==> src/pkg/bst_regs.svh <==
`ifndef BST_REGS_SVH
`define BST_REGS_SVH
// instruction width and codes (all-ones is bypass)
`define BST_IR_W 3
`define BST_OP_EXTEST 3'h0
`define BST_OP_IDCODE 3'h1
`define BST_OP_SAMPLEZ 3'h2
`define BST_OP_SAMPLE 3'h4
`define BST_OP_BYPASS 3'h7
// capture-ir pattern in the two low bits
`define BST_IR_CAPTURE 3'h1
// boundary register cells holding the output enables
`define BST_CELL_OE_B 49
`define BST_CELL_OE_A 50
// tms-high edges that force test-logic reset
`define BST_TMS_RESET_EDGES 5
`endif

==> src/pkg/bst_pkg.sv <==
package bst_pkg;
  typedef enum logic [3:0] {
    TEST_LOGIC_RESET, RUN_TEST_IDLE, SELECT_DR, CAPTURE_DR, SHIFT_DR, EXIT1_DR,
    PAUSE_DR, EXIT2_DR, UPDATE_DR, SELECT_IR, CAPTURE_IR, SHIFT_IR, EXIT1_IR,
    PAUSE_IR, EXIT2_IR, UPDATE_IR
  } bst_state_e;
endpackage : bst_pkg

==> src/hdl/bst_tap.sv <==
`timescale 1ns/100ps
`include "bst_regs.svh"
module bst_tap #(
  parameter int BSR_W = 64,
  parameter logic [31:0] ID_CODE = 32'h1234_5671 // value arbitrary
) (
  input wire logic mclk,
  input wire logic resetn,
  input wire logic tck,
  input wire logic tms,
  input wire logic tdi,
  input wire logic trst_n,
  input wire logic [BSR_W-1:0] pin_ring,
  output logic tdo,
  output logic tdo_oe,
  output logic [BSR_W-1:0] bsr_out,
  output logic extest_mode,
  output logic port_a_oe,
  output logic port_b_oe,
  output logic outputs_float,
  output logic on_die_termination_off
);
  typedef struct packed {
    logic [2:0] tck_s;
    logic [2:0] tms_s;
    logic [2:0] tdi_s;
    logic [2:0] trst_s;
    logic tck_q;
    logic tms_q;
    logic tdi_q;
    logic trst_q;
    bst_pkg::bst_state_e st;
    logic [2:0] tms_hi;
    logic [2:0] ir_sh;
    logic [2:0] ir;
    logic byp;
    logic [31:0] id_sh;
    logic [BSR_W-1:0] bsr_sh;
    logic [BSR_W-1:0] bsr_up;
    logic tdo;
    logic tdo_oe;
  } bst_state_s;

  bst_state_s cur_ff, nxt_cur;
  logic rise, fall, sh_bit, sel_bsr;

  //////////////////////////////////////////////////////////////////////////
  // next state: pin sync, tap machine, scan registers
  always_comb begin
    nxt_cur = cur_ff;
    // three-stage sync; level accepted when stages two and three agree
    nxt_cur.tck_s = {cur_ff.tck_s[1:0], tck};
    nxt_cur.tms_s = {cur_ff.tms_s[1:0], tms};
    nxt_cur.tdi_s = {cur_ff.tdi_s[1:0], tdi};
    nxt_cur.trst_s = {cur_ff.trst_s[1:0], trst_n};
    if (cur_ff.tck_s[2] == cur_ff.tck_s[1]) nxt_cur.tck_q = cur_ff.tck_s[2];
    if (cur_ff.tms_s[2] == cur_ff.tms_s[1]) nxt_cur.tms_q = cur_ff.tms_s[2];
    if (cur_ff.tdi_s[2] == cur_ff.tdi_s[1]) nxt_cur.tdi_q = cur_ff.tdi_s[2];
    if (cur_ff.trst_s[2] == cur_ff.trst_s[1]) nxt_cur.trst_q = cur_ff.trst_s[2];
    rise = !cur_ff.tck_q && nxt_cur.tck_q;
    fall = cur_ff.tck_q && !nxt_cur.tck_q;
    sel_bsr = (cur_ff.ir == `BST_OP_EXTEST) || (cur_ff.ir == `BST_OP_SAMPLE) ||
              (cur_ff.ir == `BST_OP_SAMPLEZ);
    // only the selected register feeds tdo
    // a priority chain: shift-ir and a boundary instruction can both be true
    if (cur_ff.st == bst_pkg::SHIFT_IR) sh_bit = cur_ff.ir_sh[0];
    else if (sel_bsr) sh_bit = cur_ff.bsr_sh[0];
    else if (cur_ff.ir == `BST_OP_IDCODE) sh_bit = cur_ff.id_sh[0];
    else sh_bit = cur_ff.byp; // reserved codes fall back to bypass
    // sampled tms/tdi used only on a rising tck edge
    if (rise) begin
      nxt_cur.tms_hi = cur_ff.tms_q ? ((cur_ff.tms_hi == 3'h7) ? 3'h7 : cur_ff.tms_hi + 3'h1)
                                    : 3'h0;
      unique case (cur_ff.st)
        bst_pkg::TEST_LOGIC_RESET: nxt_cur.st = cur_ff.tms_q ? bst_pkg::TEST_LOGIC_RESET
                                                             : bst_pkg::RUN_TEST_IDLE;
        bst_pkg::RUN_TEST_IDLE: nxt_cur.st = cur_ff.tms_q ? bst_pkg::SELECT_DR
                                                          : bst_pkg::RUN_TEST_IDLE;
        bst_pkg::SELECT_DR: nxt_cur.st = cur_ff.tms_q ? bst_pkg::SELECT_IR : bst_pkg::CAPTURE_DR;
        bst_pkg::CAPTURE_DR: nxt_cur.st = cur_ff.tms_q ? bst_pkg::EXIT1_DR : bst_pkg::SHIFT_DR;
        bst_pkg::SHIFT_DR: nxt_cur.st = cur_ff.tms_q ? bst_pkg::EXIT1_DR : bst_pkg::SHIFT_DR;
        bst_pkg::EXIT1_DR: nxt_cur.st = cur_ff.tms_q ? bst_pkg::UPDATE_DR : bst_pkg::PAUSE_DR;
        bst_pkg::PAUSE_DR: nxt_cur.st = cur_ff.tms_q ? bst_pkg::EXIT2_DR : bst_pkg::PAUSE_DR;
        bst_pkg::EXIT2_DR: nxt_cur.st = cur_ff.tms_q ? bst_pkg::UPDATE_DR : bst_pkg::SHIFT_DR;
        bst_pkg::UPDATE_DR: nxt_cur.st = cur_ff.tms_q ? bst_pkg::SELECT_DR
                                                      : bst_pkg::RUN_TEST_IDLE;
        bst_pkg::SELECT_IR: nxt_cur.st = cur_ff.tms_q ? bst_pkg::TEST_LOGIC_RESET
                                                      : bst_pkg::CAPTURE_IR;
        bst_pkg::CAPTURE_IR: nxt_cur.st = cur_ff.tms_q ? bst_pkg::EXIT1_IR : bst_pkg::SHIFT_IR;
        bst_pkg::SHIFT_IR: nxt_cur.st = cur_ff.tms_q ? bst_pkg::EXIT1_IR : bst_pkg::SHIFT_IR;
        bst_pkg::EXIT1_IR: nxt_cur.st = cur_ff.tms_q ? bst_pkg::UPDATE_IR : bst_pkg::PAUSE_IR;
        bst_pkg::PAUSE_IR: nxt_cur.st = cur_ff.tms_q ? bst_pkg::EXIT2_IR : bst_pkg::PAUSE_IR;
        bst_pkg::EXIT2_IR: nxt_cur.st = cur_ff.tms_q ? bst_pkg::UPDATE_IR : bst_pkg::SHIFT_IR;
        bst_pkg::UPDATE_IR: nxt_cur.st = cur_ff.tms_q ? bst_pkg::SELECT_DR
                                                      : bst_pkg::RUN_TEST_IDLE;
      endcase
      // the state graph already guarantees this; the counter is a belt-and-braces path
      if (cur_ff.tms_q && (cur_ff.tms_hi >= 3'(`BST_TMS_RESET_EDGES - 1)))
        nxt_cur.st = bst_pkg::TEST_LOGIC_RESET;
      // register actions of the state being left
      unique case (cur_ff.st)
        bst_pkg::CAPTURE_IR: nxt_cur.ir_sh = `BST_IR_CAPTURE;
        bst_pkg::SHIFT_IR: nxt_cur.ir_sh = {cur_ff.tdi_q, cur_ff.ir_sh[2:1]};
        bst_pkg::UPDATE_IR: nxt_cur.ir = cur_ff.ir_sh;
        bst_pkg::CAPTURE_DR: begin
          if (sel_bsr) nxt_cur.bsr_sh = pin_ring;
          else if (cur_ff.ir == `BST_OP_IDCODE) nxt_cur.id_sh = ID_CODE;
          else nxt_cur.byp = 1'b0;
        end
        bst_pkg::SHIFT_DR: begin
          if (sel_bsr) nxt_cur.bsr_sh = {cur_ff.tdi_q, cur_ff.bsr_sh[BSR_W-1:1]};
          else if (cur_ff.ir == `BST_OP_IDCODE) nxt_cur.id_sh = {cur_ff.tdi_q, cur_ff.id_sh[31:1]};
          else nxt_cur.byp = cur_ff.tdi_q;
        end
        bst_pkg::UPDATE_DR: if (sel_bsr) nxt_cur.bsr_up = cur_ff.bsr_sh;
        default: ;
      endcase
    end
    // tdo and its enable move on a falling tck edge; test-logic reset below also clears them at any time
    if (fall) begin
      nxt_cur.tdo_oe = (cur_ff.st == bst_pkg::SHIFT_DR) || (cur_ff.st == bst_pkg::SHIFT_IR);
      nxt_cur.tdo = nxt_cur.tdo_oe ? sh_bit : 1'b0;
    end
    // test-logic reset: idcode, enable cells cleared, tdo off
    if (!cur_ff.trst_q || nxt_cur.st == bst_pkg::TEST_LOGIC_RESET) begin
      nxt_cur.st = bst_pkg::TEST_LOGIC_RESET;
      nxt_cur.ir = `BST_OP_IDCODE;
      nxt_cur.bsr_up[`BST_CELL_OE_B] = 1'b0;
      nxt_cur.bsr_up[`BST_CELL_OE_A] = 1'b0;
      nxt_cur.tdo_oe = 1'b0;
      nxt_cur.tdo = 1'b0;
    end
  end

  //////////////////////////////////////////////////////////////////////////
  // state register; power-up reset leaves tdo released and idcode loaded
  always_ff @(posedge mclk or negedge resetn) begin
    if (!resetn) begin
      cur_ff <= '0;
      cur_ff.tms_s <= 3'h7;
      cur_ff.tdi_s <= 3'h7;
      cur_ff.trst_s <= 3'h7;
      cur_ff.tms_q <= 1'b1;
      cur_ff.tdi_q <= 1'b1;
      cur_ff.trst_q <= 1'b1;
      cur_ff.st <= bst_pkg::TEST_LOGIC_RESET;
      cur_ff.ir <= `BST_OP_IDCODE;
    end else begin
      cur_ff <= nxt_cur;
    end
  end

  //////////////////////////////////////////////////////////////////////////
  // outputs; none of these touch memory traffic unless a test instruction is active
  assign tdo = cur_ff.tdo;
  assign tdo_oe = cur_ff.tdo_oe;
  assign bsr_out = cur_ff.bsr_up;
  assign extest_mode = (cur_ff.ir == `BST_OP_EXTEST);
  assign port_b_oe = extest_mode && cur_ff.bsr_up[`BST_CELL_OE_B];
  assign port_a_oe = extest_mode && cur_ff.bsr_up[`BST_CELL_OE_A];
  assign outputs_float = (cur_ff.ir == `BST_OP_SAMPLEZ);
  assign on_die_termination_off = sel_bsr;
endmodule : bst_tap

==> config.mk <==
export PLATFORM = sky130hd
export DESIGN_NAME = bst_tap
export DESIGN_NICKNAME = d
export VERILOG_FILES = /design/src/pkg/bst_pkg.sv /design/src/hdl/bst_tap.sv
export VERILOG_INCLUDE_DIRS = /design/src /design/src/pkg
export SDC_FILE = /design/constraint.sdc
export NUM_CORES = 1
export LEC_CHECK = 0
export BUFFER_PORTS_ARGS = -buffer_cell sky130_fd_sc_hd__buf_2
export CORE_UTILIZATION = 53
export DETAILED_ROUTE_END_ITERATION = 10
export GPL_ROUTABILITY_DRIVEN = 0
export HOLD_SLACK_MARGIN = 0.15
export PLACE_DENSITY = 0.78
export SLEW_MARGIN = 20
export SYNTH_ARGS = -nofsm -noshare
export SYNTH_HDL_FRONTEND = slang
export SYNTH_SLANG_ARGS = --single-unit
==> constraint.sdc <==
create_clock -name mclk -period 5 [get_ports mclk]
set_clock_uncertainty 0.05 [all_clocks]
set_input_delay 1 -clock mclk [delete_from_list [all_inputs] [get_ports mclk]]
set_output_delay 1 -clock mclk [all_outputs]
set_load 0.03 [all_outputs]
Yosys cells after proc, flatten, opt, wreduce, memory -nomap -nowiden --
Index checks and enable logic that the tools add are counted.
Operators by class: add/sub/neg operators 1, $mul 0, divide/modulo/power cells 0, order comparisons 1, equality and inequality tests 31, shift-type cells 0, muxes and demuxes 40, bitwise gates (word level) 0, reductions and logical operators 32
Operators by type and width (count):
- 64-bit two-way mux | 4
- 97-bit one-hot mux with 2 select lines | 1
- 174-bit two-way mux | 1
- 33-bit two-way mux | 2
- 32-bit two-way mux | 2
- 4-bit one-hot mux with 12 select lines | 1
- 4-bit == test, second input constant | 8
- 4-bit two-way mux | 6
- 3-bit two-way mux | 6
- 4-bit by 3-bit == test with 1-bit output, second input constant | 4
- 2-bit != test, second input constant | 8
- 2-bit nonzero test | 7
- 2-bit two-way mux | 6
- 6-bit AND reduction | 2
- 1-bit two-way mux | 10
- 4-bit by 2-bit == test with 1-bit output, second input constant | 2
- 4-bit zero test | 2
- 3-bit == test, second input constant | 2
- 3-bit one-hot mux with 2 select lines | 1
- 3-bit AND reduction | 2
- 1-bit logical AND | 5
- 1-bit == test | 4
- 4-bit by 1-bit == test with 1-bit output, second input constant | 1
- 1-bit logical OR | 4
- 10 further kinds | 14
Word-level totals: bits in registers 192, bits in latches 0, bits in writable memories 0, memory bits (read-only) 0, bits of input ports 70, output and inout port bits 71, memories kept 0

Logic depth before layout (Yosys ltp) --
depth in word-level cells 10, depth in mapped cells 10, gate-level depth less buffers 6

Worst setup path after synthesis --
No wires, ideal clock.
path type flip-flop to output port, start point register cur_ff[164] (netlist bit), end point output port port_a_oe, arrival 1.677 ns, slack 2.273 ns, cell stages (with the launch flop) 4, path through dfrtp_1 -> clkbuf_1 -> nor3_1 -> and2_1
Between the ends: word-level cells in the longest chain between the ends 2
RTL lines:
- from (decl) | line bst_tap.sv:44 | bst_state_s cur_ff, nxt_cur;
- from (signal assigned) | line bst_tap.sv:149 | cur_ff <= nxt_cur;
- 3-bit zero test (no source line)
- named net extest_mode | line bst_tap.sv:17 | output logic extest_mode,
- 1-bit logical AND | line bst_tap.sv:160 | assign port_a_oe = extest_mode && cur_ff.bsr_up[`BST_CELL_OE_A];
- to (decl) | line bst_tap.sv:18 | output logic port_a_oe,
The timed path passes the listed nets, and every way through them passes these cells.

Final worst setup path --
start point register cur_ff[172] (netlist bit), end point register cur_ff[106] (netlist bit)
Between the ends: word-level cells in the longest chain between the ends 3, elaborated cells between the ends (all ways) 7, those cells by class eq/ne (4); mux (1); reduce/logical (2)
RTL lines:
- 4-bit by 2-bit == test with 1-bit output or 4-bit by 3-bit == test with 1-bit output (tied branches) | line bst_tap.sv:101 | unique case (cur_ff.st)
- 2-bit != test (no source line) or 2-bit nonzero test (tied branches)
- 4-bit AND reduction (no source line)
Parallel ways exist; a longest one is shown, timed or not. A chain may end at the register's enable or synchronous reset.

==> flow_summary.ini <==
[status]
status = finished, final reports clean

[cts]
cts_tree = built
insertion_delay_ns = 0.42
hold_buffers = 0
htreeDepth = 4
cts_buffers = 17
cts_root_buf = clkbuf_16
cts_resized = 0
post_cts_buffers = 0
path_clk_slew_ns = 0.06
cts_sinks = 192
clock_path_buffers = 2

[detailed_routing]
ant_nets = 0
wl_met1_um = 7160
top_layer_used = met4
wl_um = 15400
drc_errors = 0
met2_length_um = 6990
vias = 5406
first_pass_iters = 6
wire_per_inst_um = 14.6
wl_met3_um = 995
avgViaCountPerCell = 5.13
drtIter0Drc = 231

[floorplan]
die_y_um = 129
core_sq_mm = 0.0158
ios = 141
die_w_um = 129
num_rows = 46
die_area_sq_mm = 0.0167
initial_core_util_pct = 54.2

[pwr]
p_int_mw = 2.42
switching_share_pct = 21.3
p_leak_nw = 4.70
clkPwrFrac_pct = 43.3
p_comb_share_pct = 4.5
p_sw_uw = 657
vdd_ir_drop_max_uv = 228
p_seq_share_pct = 52.3
power_density_mw_per_mm2 = 324

[final_layout]
final_nets = 895
synthToLayoutAreaGrowth_pct = 11.1
layout_commonest_cell = dfrtp_1
drive_above_1_share_pct = 30.6
final_cell_mix = dfrtp_1 (179), buf_2 (139), nand2_1 (124), o21ai_0 (104), mux2i_1 (67)

[synthesis]
synth_nets = 843
synth_seq_cells = 192
yosys.area_share.simple_pct = 9.94
async_reset_ff_share_pct = 100
synth-adder-area-share_pct = 0.730
synth-compound-area-share_pct = 8.66
netlist_area_sq_mm = 0.00857
yosysSeqAreaShare_pct = 56.2
ys_types = 40
synth_top_family_by_area = multiplexers
postSynthAreaPerCell_sq_um = 11.1
synthMuxAreaShare_pct = 16.2
synth-xor-area-share_pct = 0
yosys_most_used_dff = dfrtp_1
synth_edf_count = 0
ys_warn_count = 0
postSynthCellCount = 772

[sta]
min_period_ns = 2.99
finalHoldViolCount = 0
slew_viol_final = 0
max-slew-margin-rel_pct = 30.4
period_share_pct = 59.7
worstMarginPinSlew_ns = 1.04
finalSetupViolCount = 0
fmax_mhz = 335
rsz0062_at_grt = false
fin_hold_ws_ns = 0.299
tns_ns = 0

[global_routing]
first_global_vias = 5162
grt_pass1_wl_um = 25400
track_usage_pct = 19.6
overflow = 0
grt_max_degree = 132
antenna_found_initial = 2

[critical_path]
worstSetupPathType = reg -> reg
start_kind = flop
end_kind = flop
cp_data_required_time_ns = 5.22
cp_data_arrival_time_ns = 3.21
cp_max_fo = 62

[place]
dp_hpwl_um = 9790
io_buffers = 140

[hold_path]
hold_class = reg -> reg

[flow_run]
maxCapViolations = 0
cell usage after synthesis, drive strengths merged, types with 2 or more instances:
master | instances | area share, %
a211o | 2 | 0.20
a211oi | 3 | 0.26
a21oi | 11 | 0.64
a31oi | 2 | 0.15
and2 | 7 | 0.51
and3 | 2 | 0.15
buf | 83 | 6.8
clkbuf | 27 | 1.2
dfrtp | 179 | 52
dfstp | 13 | 4.0
inv | 5 | 0.22
maj3 | 5 | 0.58
mux2 | 64 | 8.4
mux2i | 67 | 7.8
nand2 | 125 | 5.5
nand2b | 3 | 0.22
nand3 | 4 | 0.23
nand3b | 2 | 0.18
nor2 | 29 | 1.3
nor2b | 7 | 0.51
nor3 | 7 | 0.41
nor3b | 5 | 0.44
nor4b | 2 | 0.20
o21ai | 104 | 6.1
o22ai | 2 | 0.15
path summary, 6_finish.rpt:
kind | to | slack (ns) | startpoint | cells after the start
min in group asynchronous | cur_ff[171] | 0.59 | resetn | 1
max in group asynchronous | bsr_out[43] | 3.35 | resetn | 2
worst max register to register | cur_ff[106] | 2.01 | cur_ff[172] | 5
worst max-delay path | cur_ff[106] | 2.01 | cur_ff[172] | 5
worst min-delay path | cur_ff[190] | 0.30 | cur_ff[189] | 0
worst min register to register | cur_ff[190] | 0.30 | cur_ff[189] | 0
per-stage QoR:
step           cells  utilization, %  total power, mW  instance area (sq um)  setup WS, ns
5_1_grt         1054            60.2             3.20                   9530          1.83
3_5_place_dp    1021            56.4             1.78                   8930          2.01
4_1_cts         1053            60.1             3.12                   9510          1.96
2_1_floorplan    772               -             1.70                   8570          2.27
6_report        1054            60.2             3.08                   9530          2.01
3_3_place_gp    1021            56.4             1.78                   8930          2.08
worst max-delay path, cell delays in order, from the launching register on:
cell and delay (ns):
dfrtp_1 0.60, nor2_1 0.40, and3_4 0.94, buf_4 0.48
mux2i_1 0.24, o21ai_0 0.09
cells by family after synthesis:
logic type / after synthesis
simple gates: 197
flops: 192
compound gates: 131
mux: 131
buf+inv: 115
fa+ha+maj: 6
layer usage:
metal / up-vias / GRT usage, %
li1: 2662 / -
met1: 2619 / 26.5
met2: 107 / 29.5
met3: 18 / 6.73
met4: 0 / 7.13
met5: - / 0
layout make-up:
class,instances,area (sq um)
Fill cell,1295,6300
Sequential cell,192,4820
Multi-Input combinational cell,465,3080
Timing Repair Buffer,143,746
Clock buffer,24,482
Tap cell,216,270
Clock inverter,8,104
Inverter,5,18.8
Antenna cell,1,2.50
power groups by stage:
| stage | registers (mW) | logic [mW] | clock network, mW |
|---|---|---|---|
| 2_1_floorplan | 1.63 | 0.0729 | 0 |
| 3_3_place_gp | 1.64 | 0.137 | 0 |
| 3_5_place_dp | 1.64 | 0.140 | 0 |
| 4_1_cts | 1.61 | 0.141 | 1.37 |
| 5_1_grt | 1.61 | 0.159 | 1.43 |
| 6_report | 1.61 | 0.137 | 1.33 |
state kept, by name, indices dropped and copies added (netlist names):
signal	count
tdo	1
cur_ff	126
tdo_oe	1
bsr_out	64
(Power assumes the default switching activity.)
